$ cat src/inc/mesc_pkg.sv
package mesc_pkg;

  // ----------------------------------------------------------------
  // register selectors and widths
  // ----------------------------------------------------------------
  localparam int           MESC_ADDR_W   = 12;
  localparam logic [11:0]  MESC_ENV_LO   = 12'h30A;  // environment config, low word / full
  localparam logic [11:0]  MESC_ENV_HI   = 12'h31A;  // environment config high-half alias
  localparam logic [11:0]  MESC_SEC_LO   = 12'h747;  // security config, low word / full
  localparam logic [11:0]  MESC_SEC_HI   = 12'h757;  // security config high-half alias

  // ----------------------------------------------------------------
  // field positions in the 64-bit environment config
  // ----------------------------------------------------------------
  localparam int ENV_LPE_BIT   = 2;
  localparam int ENV_SSE_BIT   = 3;
  localparam int ENV_DTE_BIT   = 59;
  localparam int ENV_CDE_BIT   = 60;
  localparam int ENV_HW_ACCESS_DIRTY_UPDATE_ENABLE_BIT  = 61;
  localparam int ENV_PAGE_ATTR_TYPE_ENABLE_BIT = 62;
  // field position in the 64-bit security config
  localparam int SEC_MACHINE_LANDING_PAD_ENABLE_BIT  = 10;

  // ----------------------------------------------------------------
  // reset values
  // ----------------------------------------------------------------
  localparam logic [63:0] ENV_RESET = 64'h0000_0000_0000_0000;
  localparam logic [63:0] SEC_RESET = 64'h0000_0000_0000_0000;

  // privilege encodings
  localparam logic [1:0] PRIV_USER    = 2'h0;
  localparam logic [1:0] PRIV_SUPER   = 2'h1;
  localparam logic [1:0] PRIV_MACHINE = 2'h3;

  // page permission encoding that becomes reserved without shadow stacks
  localparam logic [2:0] XWR_SHADOW   = 3'h2;

  // register access request from the csr unit
  typedef struct packed {
    logic        valid;
    logic        write;
    logic [11:0] addr;
    logic [31:0] wdata_lo;
    logic [31:0] wdata_hi;   // upper word, used only at 64-bit width
    logic [1:0]  priv;
  } mesc_req_t;

  // per-instruction feature queries from the pipeline
  typedef struct packed {
    logic [1:0] priv;
    logic       is_landing_pad_instr;
    logic       is_ss_swap;
    logic       is_ss_mop;
    logic [2:0] pte_xwr;
    logic       pte_vs_s_stage;
  } mesc_query_t;

  // feature enables seen by the rest of the hart
  typedef struct packed {
    logic ad_hw_update_s;
    logic ad_hw_update_g;
    logic ad_fault_s_g;
    logic henv_hw_access_dirty_update_enable_allow;
    logic counter_deleg;
    logic lp_check_active;
    logic landing_pad_instr_is_nop;
    logic elp_hold_none;
    logic ss_active;
    logic ss_mop_revert;
    logic pte_xwr_reserved;
    logic ss_swap_illegal;
    logic henv_sse_allow;
    logic dbltrp_active;
    logic pbmt_active;
    logic fence_resync;
  } mesc_feat_t;

endpackage

$ cat src/hw/mesc_top.sv
`timescale 1ns/1ps

// Contract
// - hw_access_dirty_update_enable set and option present: hardware sets accessed/dirty bits in supervisor translation.
// - with hypervisor, hw_access_dirty_update_enable set also enables hardware accessed/dirty update in guest stage.
// - hw_access_dirty_update_enable clear: accessed/dirty bit needing update raises page fault, supervisor and guest.
// - hw_access_dirty_update_enable reads zero if option absent; hypervisor copy zero while machine copy zero.
// - counter delegation enable gates delegation; reads zero when delegation unimplemented.
// - landing pad enable set enforces checks in supervisor, or user without supervisor.
// - landing pad enable clear keeps expected state none and landing_pad_instr is a no-op.
// - shadow stack enable set activates shadow stack in supervisor mode.
// - shadow stack enable clear: shadow stack instructions revert to may-be-operations below machine.
// - shadow stack enable clear makes xwr 010b reserved in supervisor stage tables.
// - shadow stack enable clear makes shadow stack swaps illegal below machine mode.
// - machine shadow stack enable zero forces lower copies of that field to zero.
// - double trap enable zero behaves as if supervisor double trap support absent.
// - at 32-bit width a high alias maps env bits 63:32; absent at 64.
// - without user mode the environment register and alias do not exist.
// - security register optional; when present a 64-bit read/write register.
// - machine landing pad enable set enforces landing pad checks in machine mode.
// - machine landing pad enable clear keeps expected state none, landing_pad_instr no-op, machine mode.
// - only at 32-bit width a high alias maps security bits 63:32.
// - after page attribute enable changes, a full translation fence resynchronizes caches.
// - environment register is 64-bit read/write, accessible from machine mode only; lower-mode accesses are illegal.
// - page attribute enable reads zero when that option absent.
module mesc_top #(
  parameter int NATIVE_WIDTH  = 32,
  parameter bit HAS_USER      = 1'b1,
  parameter bit HAS_SUPER     = 1'b1,
  parameter bit HAS_HYPER     = 1'b1,
  parameter bit HAS_SEC_CFG   = 1'b1,
  parameter bit HAS_ADU       = 1'b1,
  parameter bit HAS_CDELEG    = 1'b1,
  parameter bit HAS_PBMT      = 1'b1,
  parameter bit HAS_LP        = 1'b1,
  parameter bit HAS_SS        = 1'b1,
  parameter bit HAS_DBLTRP    = 1'b1
) (
  input  wire logic               mclk,
  input  wire logic               rst,
  input  wire mesc_pkg::mesc_req_t   req,
  input  wire mesc_pkg::mesc_query_t query,
  output logic                    ack,
  output logic                    illegal,
  output logic [31:0]             rdata_lo,
  output logic [31:0]             rdata_hi,
  output mesc_pkg::mesc_feat_t    feat
);
  import mesc_pkg::*;

  // ----------------------------------------------------------------
  // state
  // ----------------------------------------------------------------
  typedef struct packed {
    logic [63:0] env;
    logic [63:0] sec;
    logic        ack;
    logic        illegal;
    logic [31:0] rdata_lo;
    logic [31:0] rdata_hi;
    mesc_feat_t  feat;
  } mesc_state_t;

  mesc_state_t st;
  mesc_state_t next_st;

  // ----------------------------------------------------------------
  // writable masks: only implemented fields hold a value
  // ----------------------------------------------------------------
  function automatic logic [63:0] mesc_env_mask();
    logic [63:0] m;
    m = 64'h0;
    m[ENV_HW_ACCESS_DIRTY_UPDATE_ENABLE_BIT]  = HAS_ADU;
    m[ENV_CDE_BIT]   = HAS_CDELEG;
    m[ENV_PAGE_ATTR_TYPE_ENABLE_BIT] = HAS_PBMT;
    m[ENV_LPE_BIT]   = HAS_LP;
    m[ENV_SSE_BIT]   = HAS_SS;
    m[ENV_DTE_BIT]   = HAS_DBLTRP;
    return m;
  endfunction

  function automatic logic [63:0] mesc_sec_mask();
    logic [63:0] m;
    m = 64'h0;
    m[SEC_MACHINE_LANDING_PAD_ENABLE_BIT] = HAS_LP;
    return m;
  endfunction

  localparam logic [63:0] ENV_MASK = mesc_env_mask();
  localparam logic [63:0] SEC_MASK = mesc_sec_mask();
  localparam bit          IS_32    = (NATIVE_WIDTH == 32);

  // ----------------------------------------------------------------
  // address decode
  // ----------------------------------------------------------------
  logic sel_env_lo;
  logic sel_env_hi;
  logic sel_sec_lo;
  logic sel_sec_hi;
  logic sel_any;

  always_comb begin
    sel_env_lo = HAS_USER && (req.addr == MESC_ENV_LO);
    sel_env_hi = HAS_USER && IS_32 && (req.addr == MESC_ENV_HI);
    sel_sec_lo = HAS_SEC_CFG && (req.addr == MESC_SEC_LO);
    sel_sec_hi = HAS_SEC_CFG && IS_32 && (req.addr == MESC_SEC_HI);
    sel_any    = sel_env_lo | sel_env_hi | sel_sec_lo | sel_sec_hi;
  end

  // ----------------------------------------------------------------
  // next state
  // ----------------------------------------------------------------
  logic        ok;
  logic [63:0] env_w;
  logic [63:0] sec_w;
  logic        lower;
  logic        lp_en;

  always_comb begin
    next_st = st;
    env_w   = st.env;
    sec_w   = st.sec;
    ok      = req.valid && sel_any && (req.priv == PRIV_MACHINE);
    next_st.ack     = req.valid;
    next_st.illegal = req.valid && !ok;

    // writes: full word, low word or high alias
    if (ok && req.write) begin
      if (sel_env_lo) begin
        if (IS_32) begin
          env_w[31:0] = req.wdata_lo;
        end else begin
          env_w = {req.wdata_hi, req.wdata_lo};
        end
      end
      if (sel_env_hi) begin
        env_w[63:32] = req.wdata_lo;
      end
      if (sel_sec_lo) begin
        if (IS_32) begin
          sec_w[31:0] = req.wdata_lo;
        end else begin
          sec_w = {req.wdata_hi, req.wdata_lo};
        end
      end
      if (sel_sec_hi) begin
        sec_w[63:32] = req.wdata_lo;
      end
    end
    next_st.env = env_w & ENV_MASK;
    next_st.sec = sec_w & SEC_MASK;

    // read data, current contents
    next_st.rdata_lo = 32'h0;
    next_st.rdata_hi = 32'h0;
    if (ok && !req.write) begin
      if (sel_env_lo) begin
        next_st.rdata_lo = st.env[31:0];
        next_st.rdata_hi = IS_32 ? 32'h0 : st.env[63:32];
      end
      if (sel_env_hi) begin
        next_st.rdata_lo = st.env[63:32];
      end
      if (sel_sec_lo) begin
        next_st.rdata_lo = st.sec[31:0];
        next_st.rdata_hi = IS_32 ? 32'h0 : st.sec[63:32];
      end
      if (sel_sec_hi) begin
        next_st.rdata_lo = st.sec[63:32];
      end
    end

    // feature enables for the pipeline, registered from stored fields, the query and the current write
    lower = (query.priv != PRIV_MACHINE);
    next_st.feat.ad_hw_update_s  = st.env[ENV_HW_ACCESS_DIRTY_UPDATE_ENABLE_BIT];
    next_st.feat.ad_hw_update_g  = HAS_HYPER && st.env[ENV_HW_ACCESS_DIRTY_UPDATE_ENABLE_BIT];
    next_st.feat.ad_fault_s_g    = !st.env[ENV_HW_ACCESS_DIRTY_UPDATE_ENABLE_BIT];
    next_st.feat.henv_hw_access_dirty_update_enable_allow = HAS_HYPER && st.env[ENV_HW_ACCESS_DIRTY_UPDATE_ENABLE_BIT];
    next_st.feat.counter_deleg   = st.env[ENV_CDE_BIT];
    next_st.feat.pbmt_active     = st.env[ENV_PAGE_ATTR_TYPE_ENABLE_BIT];
    next_st.feat.fence_resync    = ok && req.write && (sel_env_lo || sel_env_hi)
                                   && (env_w[ENV_PAGE_ATTR_TYPE_ENABLE_BIT] != st.env[ENV_PAGE_ATTR_TYPE_ENABLE_BIT]);

    // landing pad: machine uses its own enable, lower modes the env enable
    if (query.priv == PRIV_MACHINE) begin
      lp_en = st.sec[SEC_MACHINE_LANDING_PAD_ENABLE_BIT];
    end else if (HAS_SUPER) begin
      lp_en = st.env[ENV_LPE_BIT] && (query.priv == PRIV_SUPER);
    end else begin
      lp_en = st.env[ENV_LPE_BIT] && (query.priv == PRIV_USER);
    end
    next_st.feat.lp_check_active = lp_en;
    next_st.feat.landing_pad_instr_is_nop     = query.is_landing_pad_instr && !lp_en;
    next_st.feat.elp_hold_none   = !lp_en;

    // shadow stacks
    next_st.feat.ss_active        = st.env[ENV_SSE_BIT] && (query.priv == PRIV_SUPER);
    next_st.feat.ss_mop_revert    = query.is_ss_mop && lower && !st.env[ENV_SSE_BIT];
    next_st.feat.pte_xwr_reserved = query.pte_vs_s_stage && !st.env[ENV_SSE_BIT]
                                    && (query.pte_xwr == XWR_SHADOW);
    next_st.feat.ss_swap_illegal  = query.is_ss_swap && lower && !st.env[ENV_SSE_BIT];
    next_st.feat.henv_sse_allow   = st.env[ENV_SSE_BIT];

    // double trap
    next_st.feat.dbltrp_active    = st.env[ENV_DTE_BIT];

    if (rst) begin
      next_st          = '0;
      next_st.env      = ENV_RESET & ENV_MASK;
      next_st.sec      = SEC_RESET & SEC_MASK;
    end
  end

  // ----------------------------------------------------------------
  // state register
  // ----------------------------------------------------------------
  always_ff @(posedge mclk) begin
    st <= next_st;
  end

  // outputs straight from flip-flops
  always_comb begin
    ack      = st.ack;
    illegal  = st.illegal;
    rdata_lo = st.rdata_lo;
    rdata_hi = st.rdata_hi;
    feat     = st.feat;
  end

endmodule

$ cat config.mk
export PLATFORM = sky130hd
export DESIGN_NAME = mesc_top
export DESIGN_NICKNAME = d
export VERILOG_FILES = /design/src/inc/mesc_pkg.sv /design/src/hw/mesc_top.sv
export SDC_FILE = /design/constraint.sdc
export NUM_CORES = 1
export LEC_CHECK = 0
export ABC_AREA = 1
export BUFFER_PORTS_ARGS = -buffer_cell sky130_fd_sc_hd__buf_2
export CORE_MARGIN = 1.5
export CORE_UTILIZATION = 33
export CTS_CLUSTER_SIZE = 40
export DETAILED_ROUTE_END_ITERATION = 12
export PLACE_DENSITY = 0.79
export SETUP_SLACK_MARGIN = 0.15
export SLEW_MARGIN = 25
export SYNTH_ARGS = -nofsm -noshare
export SYNTH_HDL_FRONTEND = slang
export SYNTH_SLANG_ARGS = --single-unit
$ cat constraint.sdc
create_clock -name mclk -period 1.4 [get_ports mclk]
set_input_delay 0.35 -clock mclk [delete_from_list [all_inputs] [get_ports mclk]]
set_output_delay 0.35 -clock mclk [all_outputs]
set_load 0.05 [all_outputs]
# [Word-level counts from Yosys, hierarchy flattened]
# Cells that the tools add are included.
[classes] reduce_logical=27 bitwise_logic=4 muxes=8 n_eq_ne=10
[op_table] cell="$mux W64" count=2
[op_table] cell="$mux W32" count=3
[op_table] cell="$mux W63" count=1
[op_table] cell="$mux W31" count=1
[op_table] cell="$eq A12 B10 Y1 const B" count=2
[op_table] cell="$eq A12 B11 Y1 const B" count=2
[op_table] cell="$logic_and A1 B1 Y1" count=16
[op_table] cell="$reduce_and A2 Y1" count=3
[op_table] cell="$logic_not A1 Y1" count=5
[op_table] cell="$eq A2 B2 Y1 const B" count=2
[op_table] cell="$eq A3 B2 Y1 const B" count=1
[op_table] cell="$or A1 B1 Y1" count=3
[op_table] cell="$reduce_or A3 Y1" count=1
[op_table] cell="$eq A2 B1 Y1 const B" count=1
[op_table] cell="$ne A2 B2 Y1 const B" count=1
[op_table] cell="$reduce_or A2 Y1" count=1
[op_table] cell="$logic_or A1 B1 Y1" count=1
[op_table] cell="$mux W1" count=1
[op_table] cell="$ne A1 B1 Y1" count=1
[op_table] cell="$not A1 Y1" count=1
[word_totals] word_cells=71 output_inout_bits=82 in_bits=91 ff_bits=87

# [Longest topological paths before layout]
# Gate-level depths: netlist of the first run.
[depth] depth_word=10 depth_mapped=12 depth_no_buf=12

# [Worst setup path before layout of the first run]
# No wires, ideal clock.
[synth_timing] path_type="input to register" from="input req[73] in the netlist's numbering" to="register st[208] in the netlist's numbering" arrival_time_ns=1.244 required_time_ns=1.272 path_stages=8 slack_ns=0.028 cell_sequence="inv_1 > nand2_1 > nor2_1 > inv_1 > nor2_8 > nand4_4 > o21ai_0 > nor2_1"
[synth_via] elab_chain_len=8
[synth_lines] element="from (decl)" line_no="mesc_top.sv:41" rtl="input wire mesc_pkg::mesc_req_t req,"
[synth_lines] element="$eq A12 B10 Y1 (on tied branches)" line_no="mesc_top.sv:103, mesc_top.sv:104"
[synth_lines] element="$or A1 B1 Y1 (3 in series)" line_no="mesc_top.sv:107" rtl="sel_any = sel_env_lo | sel_env_hi | sel_sec_lo | sel_sec_hi;"
[synth_lines] element="$logic_and A1 B1 Y1 (2 in series)" line_no="mesc_top.sv:123" rtl="ok = req.valid && sel_any && (req.priv == PRIV_MACHINE);"
[synth_lines] element="$logic_and A1 B1 Y1" line_no="mesc_top.sv:128" rtl="if (ok && req.write) begin"
[synth_lines] element="$mux W63 *" line_no="mesc_top.sv:128"
[synth_lines] element="to (signal assigned)" line_no="mesc_top.sv:218" rtl="st <= next_st;"
[synth_lines] element="to (decl)" line_no="mesc_top.sv:64" rtl="mesc_state_t st;"
# Mark *: on every way between the ends. The rest lies on a longest branch, timed or not. The select of a mux whose other input is x is not followed.
# A chain may end at the register's enable or synchronous reset.

# [Worst setup path after layout of the first run]
[layout_timing] from="input req[76] in the netlist's numbering" to="register st (netlist bit rdata_lo[2])"
[layout_via] elab_chain_len=9
[layout_lines] element="$eq A12 B10 Y1 (on tied branches)" line_no="mesc_top.sv:103, mesc_top.sv:104"
[layout_lines] element="$or A1 B1 Y1 (3 in series)" line_no="mesc_top.sv:107"
[layout_lines] element="$logic_and A1 B1 Y1 (2 in series)" line_no="mesc_top.sv:123"
[layout_lines] element="$logic_and A1 B1 Y1" line_no="mesc_top.sv:156" rtl="if (ok && !req.write) begin"
[layout_lines] element="$not A1 Y1 (no line)"
[layout_lines] element="$reduce_or A2 Y1 (no line)"
# Several ways; a longest one is shown, not always the timed one.

==> summary.txt, run 1 <==
Rows: 27
die height: 77.8 microns
Initial Util: 33.9%
CP max stage delay: 0.15 ns
setup violators final: 0
clk sinks: 30
status: finished clean
die area: 6050 sq um
layout cells sized above 1: 42.0%
H-Tree Depth: 2
cell area power density: 934 nW/um^2
commonest non-fill, non-tap cell in the layout: conb_1
Layout Utilization: 40.9%
synthesis-to-layout area growth: 20.5%
WP data arrival: 1.49 ns
Worst-Skew Late Latency: 0.27 ns
Avg WL per Cell: 8.20 microns
vias in the first global route: 1120
Clock Path Buffers: 2
Post-Syn Instances: 252
largest net degree at the start of global routing: 11
Die X: 77.8 microns
Logic pwr share: 26.9%
DRT iter0 DRCs: 53
global placement routability congestion: 0.772
Synth Register Bits: 30
Overall Global Routing Usage: 10.0%
Root Buffer: clkbuf_8
footprint of the multi-input gates: 881 sq um
GRT overflow: 0
clock network fraction of total power: 31.3%
Crit-path slowest cell: nor2_4
antenna diode instance count: 0
RSZ-0062 raised after global routing: true
Min-Delay Path Class: in2reg
switching power share of the total: 35.9%
cell mode on critical path: nand2_2
ANT nets after route: 0
P_sw: 0.000745 W
Fin. Hold Viols: 0
CTS buffer count: 5
Crit. End Element: register
initial antenna violation count: 0
DR vias/cell: 3.65
Final Max Slew Viols: 0
Net count, final: 397
Startpoint Class: input port
detailed-placement wirelength estimate: 2570 microns
minimum clock period: 1.27 ns
Max Fclk: 0.785 GHz
Mapped Avg Cell Area: 7.32 sq um
Reg area: 601 sq um
synth unique cells: 23
IO Pins: 173
synth warn: 0
Clk pin slew, worst setup/hold paths: 0.05 ns
crit path cell chain: buf_6 > inv_4 > nor2_4 > nand2_2 > nor2_1 > o21ai_2 > nand2_2 > nand2_4 > inv_2 > nand2_2 > nor2_4 > nand2_2 > nor2_1
drt pass-1 iters: 4
CTS tree: yes
Power Internal: 0.00133 W
period utilization: 91.0%
routed wire length: 3090 microns
Max Cap Viol: 0
Post-Syn Area: 1850 sq um
crit path max fanout: 2
commonest cells after routing, fill and taps aside: conb_1, buf_2, nor2_1, dfxtp_1, nand2_1
Remaining DRCs: 0
via count: 1377
post-synthesis sequential area ratio: 32.5%
CP Class: in2reg
sequential share of power: 41.8%
Final Skew: 0.00256 ns
worst vdd ir: 0.542 mV
count of input and output buffers: 58
Pwr Total: 0.00208 W
CORE AREA: 5440 sq um
fillers: 555
first-pass GRT wire length: 4780 microns
Worst Path Required: 1.61 ns
hold slack: 0.241 ns
Pleak: 1.23 nW
logic make-up (layout without fill, tap and decap cells):
| family | after synthesis | count (layout) | share of synthesized area, % |
|---|---|---|---|
| other | 1 | 57 | 0.203 |
| and+or+nand+nor | 106 | 106 | 26.4 |
| buffers and inverters | 108 | 105 | 38.2 |
| DFF | 30 | 30 | 32.5 |
| AOI/OAI and AO/OA | 7 | 7 | 2.64 |
registers in the layout, indices dropped and copies added (netlist names):
name	flops
feat	14
st	7
rdata_lo	7
ack	1
illegal	1
per-stage QoR:
step | area [sq um] | setup WS (ns) | instances | setup TNS [ns]
after global routing | 2220 | 0.0340 | 377 | 0
after CTS | 2070 | 0.145 | 375 | 0
after detailed placement | 1980 | -0.212 | 369 | -1.90
after floorplan | 2110 | 0.0859 | 308 | 0
final | 2220 | 0.126 | 377 | 0
after global placement | 1980 | -0.154 | 369 | -1.40
power by group through the flow:
stage	Clock [W]	Combinational (W)	Sequential [W]
floorplan	0	0.000564	0.000897
global placement	0	0.000524	0.000886
detailed placement	0	0.000527	0.000887
CTS	0.000668	0.000530	0.000868
global route	0.000707	0.000588	0.000869
finish	0.000650	0.000559	0.000868
critical path: cells and delay by family:
kind | cells | cell delay [ns]
AND/OR/NAND/NOR | 9 | 0.87
buffers and inverters | 3 | 0.19
AO/OA/AOI/OAI | 1 | 0.08
metal layers:
layer / wire (microns) / track usage (%) / share of wire, %
met4: 59 / 4.00 / 1.9
met2: 1500 / 17.8 / 49
met3: 338 / 3.29 / 11
met5: 0 / 0 / 0
met1: 1190 / 10.9 / 38
cells in the mapped netlist:
cell	number	area (sq um)
conb_1	1	3.75
o21bai_1	1	7.51
nor2_1	44	165
nor2_8	1	20.0
nand4_1	1	6.26
clkinv_1	1	3.75
nor3_1	8	40.0
nand3_1	4	20.0
clkbuf_1	2	7.51
nand2_2	6	37.5
nand2_1	36	135
nand4_4	1	21.3
inv_1	23	86.3
o21a_1	1	7.51
nor2_4	2	22.5
nor4_1	1	6.26
o21ai_2	2	17.5
dfxtp_1	30	601
nor2_2	2	12.5
buf_4	80	601
o22ai_1	1	6.26
o21ai_0	2	10.0
inv_2	2	7.51
timing repair:
action	4_1_cts	5_1_grt
endpoints found under the hold margin	0	0
resized for setup	3	38
setup buffers	0	2
hold buffers	0	0
endpoints found under the setup margin	7	16
pin swaps	2	14
final timing paths:
check / start / to / slack [ns] / depth (start not counted)
worst max-delay path: req[76] / rdata_lo[2]$_SDFF_PP0_ / 0.13 / 13
worst max register to register: st[92]$_SDFFE_PP0P_ / feat[9]$_SDFF_PP0_ / 0.56 / 5
worst min register to register: st[207]$_SDFFE_PP0P_ / feat[13]$_SDFF_PP0_ / 0.42 / 1
worst min-delay path: query[1] / feat[5]$_SDFF_PP0_ / 0.24 / 2
area by class of cell:
| cell class | instances | share of cell area, % |
|---|---|---|
| Timing Repair Buffer | 73 | 20.6 |
| Inverter | 26 | 5.06 |
| Multi-Input combinational cell | 170 | 39.6 |
| Clock buffer | 6 | 3.71 |
| Sequential cell | 30 | 27.0 |
| Tap cell | 72 | 4.05 |
Power figures use the tool's default switching activity.
==> inputs of run 2 (changes only) <==
--- a/config.mk
+++ b/config.mk
@@ -6,12 +6,12 @@
 export NUM_CORES = 1
 export LEC_CHECK = 0
 export ABC_AREA = 1
-export BUFFER_PORTS_ARGS = -buffer_cell sky130_fd_sc_hd__buf_2
 export CORE_MARGIN = 1.5
-export CORE_UTILIZATION = 33
+export CORE_UTILIZATION = 45
 export CTS_CLUSTER_SIZE = 40
 export DETAILED_ROUTE_END_ITERATION = 12
-export PLACE_DENSITY = 0.79
+export DONT_BUFFER_PORTS = 1
+export PLACE_DENSITY = 0.65
 export SETUP_SLACK_MARGIN = 0.15
 export SLEW_MARGIN = 25
 export SYNTH_ARGS = -nofsm -noshare
==> summary.txt, run 2 (synthesis results as in run 1) <==
footprint of the multi-input gates: 830 sq um
crit path max fanout: 1
DR vias/cell: 3.97
Clock Path Buffers: 2
DRT iter0 DRCs: 32
sequential share of power: 45.3%
detailed-placement wirelength estimate: 2130 microns
count of input and output buffers: 0
vias in the first global route: 875
clock network fraction of total power: 34.3%
switching power share of the total: 35.8%
Rows: 23
H-Tree Depth: 2
Worst Path Required: 1.05 ns
DRT met1 WL: 1050 microns
max reg flops: 14
Layout Utilization: 45.3%
Net count, final: 332
ANT nets after route: 0
Root Buffer: clkbuf_8
synthesis-to-layout area growth: -2.51%
clk sinks: 30
layout cells sized above 1: 31.8%
status: finished clean
first-pass GRT wire length: 3620 microns
P_sw: 0.000722 W
global placement routability congestion: 0.752
RSZ-0062 raised after global routing: true
largest net degree at the start of global routing: 17
Final Skew: 0.00851 ns
Final Max Slew Viols: 0
Max Fclk: 0.815 GHz
period utilization: 87.6%
die height: 67.0 microns
Power Internal: 0.00129 W
Remaining DRCs: 0
Max Cap Viol: 0
antenna diode instance count: 0
Initial Util: 46.5%
IO Pins: 173
Min-Delay Path Class: in2reg
Fin. Hold Viols: 0
cell area power density: 1120 nW/um^2
minimum clock period: 1.23 ns
drt pass-1 iters: 4
CTS tree: yes
GRT overflow: 0
hold buffers post-CTS: 0
Startpoint Class: register
metal3 WL: 298 microns
Die X: 67.0 microns
Overall Global Routing Usage: 11.0%
commonest non-fill, non-tap cell in the layout: conb_1
dpl ws: -0.0312 ns
setup violators final: 0
CP Class: reg2out
fillers: 413
CTS buffer count: 5
die area: 4490 sq um
routed wire length: 2680 microns
Top Layer Used: met4
initial antenna violation count: 0
worst vdd ir: 0.431 mV
Reg area: 626 sq um
via count: 1158
WP data arrival: 0.88 ns
CORE AREA: 3970 sq um
Clk pin slew, worst setup/hold paths: 0.06 ns
met2 WL: 1300 microns
Crit. End Element: primary output
Worst-Skew Late Latency: 0.28 ns
commonest cells after routing, fill and taps aside: conb_1, nor2_1, nand2_1, dfxtp_2, inv_1
Pleak: 0.909 nW
Logic pwr share: 20.5%
worst setup margin: 0.173 ns
Avg WL per Cell: 9.19 microns
[run 2: changes by cell type in the layout (fill, tap and decap cells not counted), sizes merged]
cell and delta:
buf -63, clkbuf -1, clkinv +1
[run 2: area by class of cell]
| type | count | area share (%) |
|---|---|---|
| multi-input cells | 170 | 46.1 |
| clock buffers | 7 | 4.80 |
| well taps | 50 | 3.48 |
| flip-flops and latches | 30 | 34.8 |
| clock inverters | 1 | 0.278 |
| repair buffers | 8 | 4.73 |
| inverters | 26 | 5.84 |
[run 2: path summary, 6_finish.rpt]
| path | startpoint | end | slack [ns] | cells after the start |
|---|---|---|---|---|
| setup / recovery | feat[8]$_SDFF_PP0_ | feat[8] | 0.17 | 0 |
| hold / removal | rst | feat[13]$_SDFF_PP0_ | 0.13 | 1 |
| setup reg to reg | st[92]$_SDFFE_PP0P_ | feat[9]$_SDFF_PP0_ | 0.53 | 5 |
| hold reg to reg | st[207]$_SDFFE_PP0P_ | feat[13]$_SDFF_PP0_ | 0.40 | 1 |
[run 2: power by group through the flow]
stage,Combinational (W),Sequential [W],Clock (W)
6_report,0.000412,0.000911,0.000690
5_1_grt,0.000432,0.000913,0.000744
4_1_cts,0.000403,0.000910,0.000707
3_5_place_dp,0.000403,0.000928,0
3_3_place_gp,0.000401,0.000928,0
2_1_floorplan,0.000564,0.000897,0
[run 2: routing by layer]
metal | vias up | global-route usage [%]
li1 | 596 | -
met1 | 493 | 12.5
met2 | 65 | 17.0
met3 | 4 | 4.39
met4 | 0 | 7.14
met5 | - | 0
[run 2: what timing repair did]
item | CTS | global route
setup endpoints to repair | 6 | 26
setup buffers | 0 | 4
resized for setup | 6 | 27
pin swaps | 0 | 12
[run 2: stage by stage]
step | std cells | setup TNS [ns] | hold slack [ns] | power, W | instance area, sq um
CTS | 288 | 0 | 0.125 | 0.00202 | 1700
global placement | 280 | -0.0721 | 0.398 | 0.00133 | 1610
global route | 292 | 0 | 0.113 | 0.00209 | 1800
detailed placement | 280 | -0.116 | 0.396 | 0.00133 | 1610
floorplan | 308 | 0 | 0.393 | 0.00146 | 2110
finish | 292 | 0 | 0.127 | 0.00201 | 1800
